`config.mk`:
```
export PLATFORM = sky130hd
export DESIGN_NAME = lcm_link_config_modem
export DESIGN_NICKNAME = d
export VERILOG_FILES = /design/src/pkg/lcm_pkg.sv /design/src/verilog/lcm_fifo.sv /design/src/verilog/lcm_link_config_modem.sv
export SDC_FILE = /design/constraint.sdc
export NUM_CORES = 1
export LEC_CHECK = 0
export ABC_CLOCK_PERIOD_IN_PS = 5310
export BUFFER_PORTS_ARGS = -buffer_cell sky130_fd_sc_hd__buf_2
export CAP_MARGIN = 20
export CORE_ASPECT_RATIO = 1.5
export CORE_UTILIZATION = 55
export CTS_BUF_LIST = sky130_fd_sc_hd__clkbuf_2
export DETAILED_ROUTE_END_ITERATION = 6
export PLACE_DENSITY = 0.77
export RECOVER_POWER = 25
export SETUP_SLACK_MARGIN = 0.1
export SLEW_MARGIN = 15
export SYNTH_ARGS = -nofsm -noshare
export SYNTH_HDL_FRONTEND = slang
export SYNTH_SLANG_ARGS = --single-unit
```
`constraint.sdc`:
```
create_clock -name clk_in -period 5.31 [get_ports clk_in]
set_clock_uncertainty 0.1 [all_clocks]
set_input_delay 0.2655 -clock clk_in [delete_from_list [all_inputs] [get_ports clk_in]]
set_output_delay 0.2655 -clock clk_in [all_outputs]
set_load 0.01 [all_outputs]
```
`src/pkg/lcm_pkg.sv`:
```
/*
 * lcm_pkg: constants and carrier types for the link configuration and
 * modem control block. Assumes a 250 MHz core clock.
 */
package lcm_pkg;
    // ------------------------------------------------------------
    // clock and rates
    // ------------------------------------------------------------
    localparam int CLK_HZ = 250000000;
    localparam int TP_RATE_BPS = 20000;
    localparam int ASYNC_MIN_BPS = 150;
    localparam int ASYNC_MAX_BPS = 1200;
    localparam int ASYNC_DBL_MAX_BPS = 2400;
    localparam int SYNC_MAX_BPS = 19200;
    localparam int TP_DIV = CLK_HZ / TP_RATE_BPS;
    // ------------------------------------------------------------
    // switch fields and reset values
    // ------------------------------------------------------------
    localparam int ADDR_W = 5;
    localparam int FUNC_W = 12;
    localparam int OPT_LSB = 5;
    localparam int OPT_W = 7;
    localparam logic [4:0] ADDR_FACTORY = 5'h11;
    localparam logic [4:0] ADDR_MAX = 5'h1e;
    localparam logic [4:0] ADDR_UNLISTEN = 5'h1f;
    localparam logic [6:0] OPT_RESET = 7'h00;
    // ------------------------------------------------------------
    // medium selector codes
    // ------------------------------------------------------------
    localparam logic [3:0] SEL_ASYNC_0 = 4'h0;
    localparam logic [3:0] SEL_ASYNC_3 = 4'h3;
    localparam logic [3:0] SEL_SYNC_0 = 4'h4;
    localparam logic [3:0] SEL_SYNC_2 = 4'h6;
    localparam logic [3:0] SEL_TP = 4'h7;
    localparam logic [3:0] SEL_TEST_0 = 4'h8;
    localparam logic [3:0] SEL_TEST_2 = 4'ha;
    localparam logic [3:0] SEL_RESET = 4'hf;

    typedef enum logic [1:0] {
        LCM_MODE_LOCAL,
        LCM_MODE_REMOTE,
        LCM_MODE_REMOTE_MP
    } lcm_mode_t;

    typedef enum logic [2:0] {
        LCM_MED_NONE,
        LCM_MED_ASYNC,
        LCM_MED_SYNC,
        LCM_MED_TP,
        LCM_MED_TEST
    } lcm_medium_t;

    typedef struct packed {
        logic [4:0] bus_addr;
        logic [4:0] mp_addr;
        logic addr_valid;
        logic opts_ok;
    } lcm_addr_t;

    typedef struct packed {
        logic rts;
        logic dtr;
        logic call_up;
        logic cts_led;
        logic dsr_led;
    } lcm_modem_t;
endpackage

```
`src/verilog/lcm_fifo.sv`:
```
/*
 * lcm_fifo: small synchronous valid/ready FIFO.
 * Assumes a single clock and active-low asynchronous reset.
 */
`timescale 1ns/100ps
`default_nettype none
module lcm_fifo #(
    parameter int WIDTH = 8,
    parameter int DEPTH = 8
) (
    input wire logic clk_in,
    input wire logic rst_b_in,
    input wire logic in_valid_in,
    output logic in_ready_out,
    input wire logic [WIDTH-1:0] in_data_in,
    output logic out_valid_out,
    input wire logic out_ready_in,
    output logic [WIDTH-1:0] out_data_out
);
    localparam int AW = $clog2(DEPTH);
    if (DEPTH < 2 || (1 << AW) != DEPTH) begin : g_bad_depth
        $error("depth must be a power of two of at least 2");
    end
    logic [WIDTH-1:0] mem [DEPTH];
    logic [AW:0] wr_q;
    logic [AW:0] rd_q;
    logic full;
    logic empty;
    logic push;
    logic pop;

    assign empty = (wr_q == rd_q);
    assign full = (wr_q[AW] != rd_q[AW]) && (wr_q[AW-1:0] == rd_q[AW-1:0]);
    assign push = in_valid_in && !full;
    assign pop = !empty && out_ready_in;
    assign in_ready_out = !full;
    assign out_valid_out = !empty;
    assign out_data_out = mem[rd_q[AW-1:0]];

    always_ff @(posedge clk_in) begin
        if (push) begin
            mem[wr_q[AW-1:0]] <= in_data_in;
        end
    end
    always_ff @(posedge clk_in or negedge rst_b_in) begin
        if (!rst_b_in) begin
            wr_q <= '0;
        end else if (push) begin
            wr_q <= wr_q + 1'b1;
        end
    end
    always_ff @(posedge clk_in or negedge rst_b_in) begin
        if (!rst_b_in) begin
            rd_q <= '0;
        end else if (pop) begin
            rd_q <= rd_q + 1'b1;
        end
    end
endmodule
`default_nettype wire

```
`src/verilog/lcm_link_config_modem.sv`:
```
/*
 * lcm_link_config_modem: switch decode, bit-rate selection, serial data
 * path through a FIFO and modem handshake control.
 * Assumes switches, selector, modem lines and modem clocks are async pins.
 */
`timescale 1ns/100ps
`default_nettype none
// Functional notes
// - low five switches give bus or station address
// - remote mode ignores address unless multi-point
// - factory address octal 21
// - multi-point station address independent, 0..36
// - options six to twelve off in remote
// - async positions generate 150 to 1200 bps
// - doubling link doubles async rate to 2400
// - sync positions time bits from modem clock
// - twisted pair fixed at 20k bps
// - three test positions on selector
// - unused selector positions have no link function
// - transmit data out, receive data in
// - request-to-send on except idle cases
// - clear-to-send and data-set-ready mean call up
// - indicators follow clear-to-send and data-set-ready
// - terminal-ready on, drops on disconnect while dialled, or on override
// - sync transmit on tx clock, receive on rx clock
module lcm_link_config_modem #(
    parameter int DATA_W = 8,
    parameter int FIFO_DEPTH = 8
) (
    input wire logic clk_in,
    input wire logic rst_b_in,
    input wire logic [11:0] func_sw_in,
    input wire logic [3:0] medium_sw_in,
    input wire logic [1:0] mode_in,
    input wire logic dbl_link_in,
    input wire logic dialled_in,
    input wire logic dialling_done_in,
    input wire logic disconnect_in,
    input wire logic mp_addressed_in,
    input wire logic dtr_override_in,
    input wire logic cts_in,
    input wire logic dsr_in,
    input wire logic rx_data_in,
    input wire logic tx_clk_in,
    input wire logic rx_clk_in,
    input wire logic tx_valid_in,
    output logic tx_ready_out,
    input wire logic [DATA_W-1:0] tx_byte_in,
    output logic tx_data_out,
    output logic rts_out,
    output logic dtr_out,
    output logic call_up_out,
    output logic cts_led_out,
    output logic dsr_led_out,
    output logic [4:0] bus_addr_out,
    output logic [4:0] mp_addr_out,
    output logic addr_valid_out,
    output logic opts_ok_out,
    output logic [2:0] medium_out,
    output logic test_mode_out,
    output logic rx_bit_out,
    output logic rx_bit_valid_out
);
    if (DATA_W < 1 || DATA_W > 16) begin : g_bad_width
        $error("data width out of range");
    end

    // ------------------------------------------------------------
    // synchronisers
    // ------------------------------------------------------------
    localparam int NS = 12 + 4 + 2 + 1 + 7;
    logic [NS-1:0] s1_q;
    logic [NS-1:0] s2_q;
    always_ff @(posedge clk_in or negedge rst_b_in) begin
        if (!rst_b_in) begin
            s1_q <= '0;
            s2_q <= '0;
        end else begin
            s1_q <= {func_sw_in, medium_sw_in, mode_in, dbl_link_in,
                     cts_in, dsr_in, rx_data_in, tx_clk_in, rx_clk_in,
                     dtr_override_in, disconnect_in};
            s2_q <= s1_q;
        end
    end
    logic [11:0] fsw;
    logic [3:0] msw;
    logic [1:0] mode_s;
    logic dbl_s, cts_s, dsr_s, rxd_s, txc_s, rxc_s, ovr_s, disc_s;
    assign {fsw, msw, mode_s, dbl_s, cts_s, dsr_s, rxd_s, txc_s, rxc_s,
            ovr_s, disc_s} = s2_q;

    // ------------------------------------------------------------
    // static configuration
    // ------------------------------------------------------------
    logic [11:0] fsw_q;
    logic [3:0] msw_q;
    logic [1:0] mode_q;
    logic dbl_q;
    always_ff @(posedge clk_in or negedge rst_b_in) begin
        if (!rst_b_in) begin
            fsw_q <= {lcm_pkg::OPT_RESET, lcm_pkg::ADDR_FACTORY};
            msw_q <= lcm_pkg::SEL_RESET;
            mode_q <= 2'h0;
            dbl_q <= 1'b0;
        end else begin
            fsw_q <= fsw;
            msw_q <= msw;
            mode_q <= mode_s;
            dbl_q <= dbl_s;
        end
    end

    function automatic lcm_pkg::lcm_medium_t decode_medium(
            input logic [3:0] sel);
        if (sel <= lcm_pkg::SEL_ASYNC_3) begin
            decode_medium = lcm_pkg::LCM_MED_ASYNC;
        end else if (sel <= lcm_pkg::SEL_SYNC_2) begin
            decode_medium = lcm_pkg::LCM_MED_SYNC;
        end else if (sel == lcm_pkg::SEL_TP) begin
            decode_medium = lcm_pkg::LCM_MED_TP;
        end else if (sel >= lcm_pkg::SEL_TEST_0
                     && sel <= lcm_pkg::SEL_TEST_2) begin
            decode_medium = lcm_pkg::LCM_MED_TEST;
        end else begin
            decode_medium = lcm_pkg::LCM_MED_NONE;
        end
    endfunction

    lcm_pkg::lcm_medium_t med;
    assign med = decode_medium(msw_q);

    // ------------------------------------------------------------
    // address decode
    // ------------------------------------------------------------
    lcm_pkg::lcm_addr_t addr_d;
    lcm_pkg::lcm_addr_t addr_q;
    logic [4:0] sw_addr;
    assign sw_addr = fsw_q[lcm_pkg::ADDR_W-1:0];
    always_comb begin
        addr_d = '0;
        addr_d.opts_ok = 1'b1;
        case (mode_q)
            2'h0: begin
                addr_d.bus_addr = sw_addr;
                addr_d.addr_valid = (sw_addr <= lcm_pkg::ADDR_MAX);
            end
            2'h1: begin
                // address switches are don't care here
                addr_d.opts_ok = (fsw_q[11:lcm_pkg::OPT_LSB] == '0);
            end
            2'h2: begin
                addr_d.mp_addr = sw_addr;
                addr_d.addr_valid = (sw_addr <= lcm_pkg::ADDR_MAX);
                addr_d.opts_ok = (fsw_q[11:lcm_pkg::OPT_LSB] == '0);
            end
            default: begin
                addr_d.opts_ok = 1'b0;
            end
        endcase
    end
    always_ff @(posedge clk_in or negedge rst_b_in) begin
        if (!rst_b_in) begin
            addr_q <= '0;
        end else begin
            addr_q <= addr_d;
        end
    end

    // ------------------------------------------------------------
    // bit-rate enable
    // ------------------------------------------------------------
    localparam int RW = 24;
    function automatic logic [RW-1:0] async_div(input logic [1:0] idx,
                                               input logic dbl);
        logic [RW-1:0] d;
        d = '0;
        case (idx)
            2'h0: d = RW'(lcm_pkg::CLK_HZ / lcm_pkg::ASYNC_MIN_BPS);
            2'h1: d = RW'(lcm_pkg::CLK_HZ / 300);
            2'h2: d = RW'(lcm_pkg::CLK_HZ / 600);
            default: d = RW'(lcm_pkg::CLK_HZ / lcm_pkg::ASYNC_MAX_BPS);
        endcase
        async_div = dbl ? (d >> 1) : d;
    endfunction

    logic [RW-1:0] div_lim;
    logic [RW-1:0] div_q;
    logic int_tick;
    always_comb begin
        if (med == lcm_pkg::LCM_MED_TP) begin
            div_lim = RW'(lcm_pkg::TP_DIV);
        end else begin
            div_lim = async_div(msw_q[1:0], dbl_q);
        end
    end
    always_ff @(posedge clk_in or negedge rst_b_in) begin
        if (!rst_b_in) begin
            div_q <= '0;
        end else if (div_q >= div_lim - 1'b1) begin
            div_q <= '0;
        end else begin
            div_q <= div_q + 1'b1;
        end
    end
    assign int_tick = (div_q >= div_lim - 1'b1);

    // edge detection on the synchronised modem clocks
    logic txc_q, rxc_q;
    always_ff @(posedge clk_in or negedge rst_b_in) begin
        if (!rst_b_in) begin
            txc_q <= 1'b0;
            rxc_q <= 1'b0;
        end else begin
            txc_q <= txc_s;
            rxc_q <= rxc_s;
        end
    end
    logic txc_fall, rxc_rise, link_on, tx_tick, rx_tick;
    assign txc_fall = txc_q && !txc_s;
    assign rxc_rise = !rxc_q && rxc_s;
    assign link_on = (med == lcm_pkg::LCM_MED_ASYNC)
                     || (med == lcm_pkg::LCM_MED_SYNC)
                     || (med == lcm_pkg::LCM_MED_TP);
    // sync: launch on tx clock fall, sample on rx clock rise
    assign tx_tick = (med == lcm_pkg::LCM_MED_SYNC) ? txc_fall
                     : (link_on && int_tick);
    assign rx_tick = (med == lcm_pkg::LCM_MED_SYNC) ? rxc_rise
                     : (link_on && int_tick);

    // ------------------------------------------------------------
    // transmit path: fifo then shifter
    // ------------------------------------------------------------
    logic f_valid, f_ready;
    logic [DATA_W-1:0] f_data;
    logic f_in_ready;
    lcm_fifo #(.WIDTH(DATA_W), .DEPTH(FIFO_DEPTH)) u_fifo (
        .clk_in(clk_in),
        .rst_b_in(rst_b_in),
        .in_valid_in(tx_valid_in),
        .in_ready_out(f_in_ready),
        .in_data_in(tx_byte_in),
        .out_valid_out(f_valid),
        .out_ready_in(f_ready),
        .out_data_out(f_data)
    );
    always_ff @(posedge clk_in or negedge rst_b_in) begin
        if (!rst_b_in) begin
            tx_ready_out <= 1'b0;
        end else begin
            tx_ready_out <= f_in_ready;
        end
    end

    localparam int CW = $clog2(DATA_W + 1);
    logic [DATA_W-1:0] sh_q;
    logic [CW-1:0] cnt_q;
    logic busy;
    assign busy = (cnt_q != '0);
    assign f_ready = !busy && tx_tick && rts_out;
    always_ff @(posedge clk_in or negedge rst_b_in) begin
        if (!rst_b_in) begin
            sh_q <= '0;
            cnt_q <= '0;
        end else if (f_ready && f_valid) begin
            sh_q <= f_data;
            cnt_q <= CW'(DATA_W);
        end else if (busy && tx_tick) begin
            sh_q <= sh_q >> 1;
            cnt_q <= cnt_q - 1'b1;
        end
    end
    // idle line is mark
    always_ff @(posedge clk_in or negedge rst_b_in) begin
        if (!rst_b_in) begin
            tx_data_out <= 1'b1;
        end else if (busy && tx_tick) begin
            tx_data_out <= sh_q[0];
        end else if (!busy && tx_tick) begin
            tx_data_out <= 1'b1;
        end
    end

    // ------------------------------------------------------------
    // receive path
    // ------------------------------------------------------------
    always_ff @(posedge clk_in or negedge rst_b_in) begin
        if (!rst_b_in) begin
            rx_bit_out <= 1'b1;
            rx_bit_valid_out <= 1'b0;
        end else begin
            rx_bit_valid_out <= rx_tick;
            if (rx_tick) begin
                rx_bit_out <= rxd_s;
            end
        end
    end

    // ------------------------------------------------------------
    // modem handshake
    // ------------------------------------------------------------
    logic drop_q;
    always_ff @(posedge clk_in or negedge rst_b_in) begin
        if (!rst_b_in) begin
            drop_q <= 1'b0;
        end else if (disc_s && dialled_in) begin
            drop_q <= 1'b1;
        end else if (!dsr_s) begin
            drop_q <= 1'b0;
        end
    end
    logic disc_seen_q;
    always_ff @(posedge clk_in or negedge rst_b_in) begin
        if (!rst_b_in) begin
            disc_seen_q <= 1'b0;
        end else if (disc_s) begin
            disc_seen_q <= 1'b1;
        end else if (dialling_done_in) begin
            disc_seen_q <= 1'b0;
        end
    end
    lcm_pkg::lcm_modem_t mdm_d;
    always_comb begin
        mdm_d.rts = !(dialled_in && !dialling_done_in) && !disc_seen_q
                    && !(mode_q == 2'h2 && !mp_addressed_in);
        mdm_d.dtr = !drop_q && !ovr_s;
        mdm_d.call_up = cts_s && dsr_s;
        mdm_d.cts_led = cts_s;
        mdm_d.dsr_led = dsr_s;
    end
    always_ff @(posedge clk_in or negedge rst_b_in) begin
        if (!rst_b_in) begin
            {rts_out, dtr_out, call_up_out, cts_led_out, dsr_led_out}
                <= 5'h0;
        end else begin
            {rts_out, dtr_out, call_up_out, cts_led_out, dsr_led_out}
                <= mdm_d;
        end
    end

    // ------------------------------------------------------------
    // status outputs
    // ------------------------------------------------------------
    always_ff @(posedge clk_in or negedge rst_b_in) begin
        if (!rst_b_in) begin
            bus_addr_out <= '0;
            mp_addr_out <= '0;
            addr_valid_out <= 1'b0;
            opts_ok_out <= 1'b0;
            medium_out <= '0;
            test_mode_out <= 1'b0;
        end else begin
            bus_addr_out <= addr_q.bus_addr;
            mp_addr_out <= addr_q.mp_addr;
            addr_valid_out <= addr_q.addr_valid;
            opts_ok_out <= addr_q.opts_ok;
            medium_out <= 3'(med);
            test_mode_out <= (med == lcm_pkg::LCM_MED_TEST);
        end
    end

    // ------------------------------------------------------------
    // checks
    // ------------------------------------------------------------
    property p_led_follow;
        @(posedge clk_in) disable iff (!rst_b_in)
        $changed(cts_s) |-> ##1 (cts_led_out == $past(cts_s)); 
    endproperty
    a_led_follow: assert property (p_led_follow)
        else $error("cts indicator does not follow modem");
    property p_call_up;
        @(posedge clk_in) disable iff (!rst_b_in)
        ##1 (call_up_out == ($past(cts_s) && $past(dsr_s)));
    endproperty
    a_call_up: assert property (p_call_up)
        else $error("call status wrong");
    property p_dtr_override;
        @(posedge clk_in) disable iff (!rst_b_in)
        ovr_s [*2] |-> !dtr_out;
    endproperty
    a_dtr_override: assert property (p_dtr_override)
        else $error("terminal ready not dropped under override");
    property p_mp_rts;
        @(posedge clk_in) disable iff (!rst_b_in)
        (mode_q == 2'h2 && !mp_addressed_in) |=> !rts_out;
    endproperty
    a_mp_rts: assert property (p_mp_rts)
        else $error("request to send at unaddressed station");
    property p_unused_quiet;
        @(posedge clk_in) disable iff (!rst_b_in)
        (med == lcm_pkg::LCM_MED_NONE || med == lcm_pkg::LCM_MED_TEST)
            |-> !rx_tick;
    endproperty
    a_unused_quiet: assert property (p_unused_quiet)
        else $error("link active in unused position");
    // first tick after a switch may come early while the count wraps
    property p_tp_rate;
        @(posedge clk_in) disable iff (!rst_b_in)
        (med == lcm_pkg::LCM_MED_TP && $past(med) == lcm_pkg::LCM_MED_TP
            && int_tick) |-> (div_q == RW'(lcm_pkg::TP_DIV - 1));
    endproperty
    a_tp_rate: assert property (p_tp_rate)
        else $error("twisted pair rate wrong");
    property p_remote_opts;
        @(posedge clk_in) disable iff (!rst_b_in)
        (mode_q == 2'h1 && fsw_q[11:5] != '0) |=> !addr_q.opts_ok;
    endproperty
    a_remote_opts: assert property (p_remote_opts)
        else $error("remote option switches not flagged");
    property p_mp_addr;
        @(posedge clk_in) disable iff (!rst_b_in)
        (mode_q == 2'h2) |=> (addr_q.mp_addr == $past(sw_addr));
    endproperty
    a_mp_addr: assert property (p_mp_addr)
        else $error("station address not taken");
    property p_sync_tick;
        @(posedge clk_in) disable iff (!rst_b_in)
        ($past(med) == lcm_pkg::LCM_MED_SYNC && $changed(tx_data_out))
            |-> $past(txc_fall);
    endproperty
    a_sync_tick: assert property (p_sync_tick)
        else $error("sync transmit off modem clock");
endmodule
`default_nettype wire

```
==> impl_metrics.tcl <==
set metrics [dict create \
    synthMuxAreaShare_pct 5.730 \
    dr.pass1.iters 5 \
    grt_use_total_pct 22.23 \
    area_delta_synth_final_pct 15.09 \
    synth-async-reset-ratio_pct 70.91 \
    clockBufferDepth 3 \
    cap_violations 0 \
    synth_top_family_by_area "simple AND/OR/NAND/NOR gates" \
    path_clk_slew_ns 0.16 \
    grt-ovfl-total 0 \
    crit_type "reg2reg" \
    grt_use_met2_pct 43.27 \
    synthAdderAreaFrac_pct 5.512 \
    dp_cells 843 \
    rsz0062_at_grt "no" \
    crit_required_ns 5.83 \
    yosysSeqAreaShare_pct 67.65 \
    wl_per_cell_um 17.67 \
    synth-simple-area-share_pct 9.269 \
    crit_path_max_fanout 14 \
    gp_congestion 0.8609 \
    synth-xor-area-share_pct 3.249 \
    drive_above_1_share_pct 24.21 \
    worstPathArrival_ns 5.06 \
    die_area_um2 16200 \
    grt_pass1_vias 5676 \
    die_y_um 155.4 \
    grt_busiest_layer "met2" \
    ys_types 64 \
    fin_crit_ns 4.543 \
    row_count 55 \
    multi_input_comb_area_um2 2628 \
    drc 0 \
    cts_root_buffer "clkbuf_2" \
    h-tree-depth 2 \
    slew_violations 0 \
    synth_compound_area_share_pct 6.571 \
    slew_headroom_pct 33.96 \
    finalNetCount 811 \
    avgSynthCellArea_um2 14.57 \
    layout.area.seq_um2 5836 \
    antenna_found_initial 1 \
    num_vias 5218 \
    grt_pass1_wl_mm 27.57 \
    synth_cells 592 \
    grt_max_degree 88 \
    synth_top_area_share_pct 42.94 \
    clk_latency_ns 0.74 \
    tightest_slew_ns 0.9870 \
    core_um2 15210 \
    finalCritPeriodShare_pct 85.56 \
    ant_nets 0 \
    status "finished clean" \
    finalSetupViolations 0 \
    leakage_nw 4.396 \
    drt_wl_total_mm 17.04 \
    final_hold_viol_count 0 \
    yosysTopAreaCell "dfrtp_1" \
    cp-start-kind "flip-flop" \
    powerDensity_nw_per_um2 367.8 \
    grtUsageMet3_pct 3.938 \
    instances_no_fill 964 \
    fillers 1098 \
    cts_tree "built" \
    die_x_um 104.3 \
    cts_buffers 48 \
    ir_worst_vdd_mv 0.2538 \
    synth_seq_cells 220 \
    initial_core_util_pct 56.72 \
    syn_area_um2 8626 \
    viasPerCell 5.413 \
    min_path_type "in2async" \
    hpwl_mm 10.81 \
    cts.sinks 220 \
    grtUsageMet1_pct 22.72 \
    cp-end-kind "flip-flop" \
    synth_edf_count 64 \
    yosysWarnings 0 \
    io_pins 65 \
    timing.hold.ws_ns 0.02027 \
    drtIter0Drc 268 \
    max_freq_mhz 220.1 \
    netlist_top_cells_area "dfrtp_1 (43%), edfxtp_1 (22%), ha_1 (5.5%)" \
    ys.flop_type "dfrtp_1" \
    fin_tns_setup_ns 0 \
    portBuffers 64 \
]
==> kinds of logic (layout without fill, tap and decap cells) <==
kind of cell | after synthesis | after routing
xor gates and xnor gates | 32 | 32
other | 1 | 4
muxes | 28 | 28
AOI/OAI and AO/OA | 83 | 83
and+or+nand+nor | 153 | 153
buffers and inverters | 37 | 207
DFF | 220 | 220
adders and majority gates | 38 | 38
==> synthesized netlist by cell type, types with 2 or more instances <==
master and n:
ha_1 38, nor3b_1 2, mux4_2 16, dfrtp_1 148, and2_1 14, o21ai_0 18, and3_4 2, o21ai_2 2
edfxtp_1 64, nand4_1 3, and4_1 5, a211oi_1 5, inv_1 17, o211ai_1 2, xor2_1 25, nand2_1 30
nor2b_1 4, a221oi_1 2, buf_6 2, o22ai_1 8, or3_1 3, nor3_1 8, dfstp_2 8, nand3_1 15
mux2_2 10, and3_1 7, xnor2_1 7, a211oi_2 2, buf_4 2, buf_2 6, a2bb2oi_1 6, nand2b_1 4
a21oi_1 22, nor4b_1 2, clkbuf_1 8, nor2_1 47
==> final cells by class <==
cell class / instances / share of cell area, %
flip-flops and latches: 220 / 58.79
multi-input cells: 337 / 26.47
repair buffers: 108 / 7.474
clock buffers: 74 / 3.731
well taps: 199 / 2.508
inverters: 18 / 0.6806
clock inverters: 7 / 0.3277
diodes: 1 / 0.02521
==> timing repair <==
action,CTS,global route
setup buffers,0,0
setup endpoints to repair,0,0
hold endpoints to repair,182,0
hold buffers,39,0
gates resized for setup,0,0
==> layout by cell type (no fill, tap or decap), drive strengths merged, types with 11 or more instances in the layout <==
cell         count
a21oi           24
and2            14
buf             59
clkbuf          84
dfrtp          148
dlygate4sd3     39
edfxtp          64
ha              38
inv             19
mux2            11
mux4            16
nand2           30
nand3           16
nor2            47
o21ai           21
xor2            25
==> worst paths after layout <==
path | startpoint | end | slack (ns) | cells past startpoint
max | msw_q[0]$_DFF_PN1_ | sh_q[6]$_DFFE_PN0P_ | 0.77 | 17
min | rst_b_in | call_up_out$_DFF_PN0_ | 0.02 | 2
max reg2reg | msw_q[0]$_DFF_PN1_ | sh_q[6]$_DFFE_PN0P_ | 0.77 | 17
min reg2reg | s1_q[1]$_DFF_PN0_ | s2_q[1]$_DFF_PN0_ | 0.20 | 0
max in group asynchronous | rst_b_in | div_q[6]$_DFF_PN0_ | 3.66 | 3
min in group clk_in | func_sw_in[8] | s1_q[22]$_DFF_PN0_ | 0.08 | 2
==> state kept, by name (all words and copies together) (netlist names), 5 cells and up <==
name / flops
sh_q: 8
u_fifo.mem: 64
div_q: 24
addr_q: 12
bus_addr_out: 5
mp_addr_out: 5
s1_q: 26
fsw_q: 12
s2_q: 26
==> worst max-delay path, stage by stage, from the launching register on <==
cell and delay (ns):
dfstp_2 0.60, inv_1 0.09, ha_1 0.29, nor2b_4 0.20, nand3_1 0.40, nand3_1 0.26, ha_1 0.24, a211o_1 0.14
nand2_1 0.05, a221oi_1 0.29, ha_1 0.27, nand2_1 0.06, nor3_1 0.04, a21oi_1 0.11, o21ai_1 0.11, o21ai_2 0.53
nand2_1 0.36, o2bb2a_4 0.29
==> metrics by stage <==
stage / instance area (um2) / setup WS [ns] / power (mW) / util, %
2_1_floorplan: 8633 / 1.586 / 2.495 / -
3_3_place_gp: 9144 / 1.013 / 2.658 / 60.12
3_5_place_dp: 9144 / 0.9132 / 2.696 / 60.12
4_1_cts: 9937 / 0.8363 / 3.680 / 65.34
5_1_grt: 9927 / 0.3281 / 3.860 / 65.27
6_report: 9927 / 0.7667 / 3.651 / 65.27
==> per-layer routing <==
layer  vias to the layer above  wire, um
li1                       2424         -
met1                      2606      6101
met2                       151      9747
met3                        37       700
met4                         0       486
met5                         -         0
==> power breakdown <==
group	switching (mW)	total, mW	internal [mW]
combinational	0.331	0.640	0.309
sequential	0.116	2.05	1.93
clock	0.599	0.965	0.365
total	1.05	3.65	2.60
No activity file was read; power rests on OpenSTA's default activity.
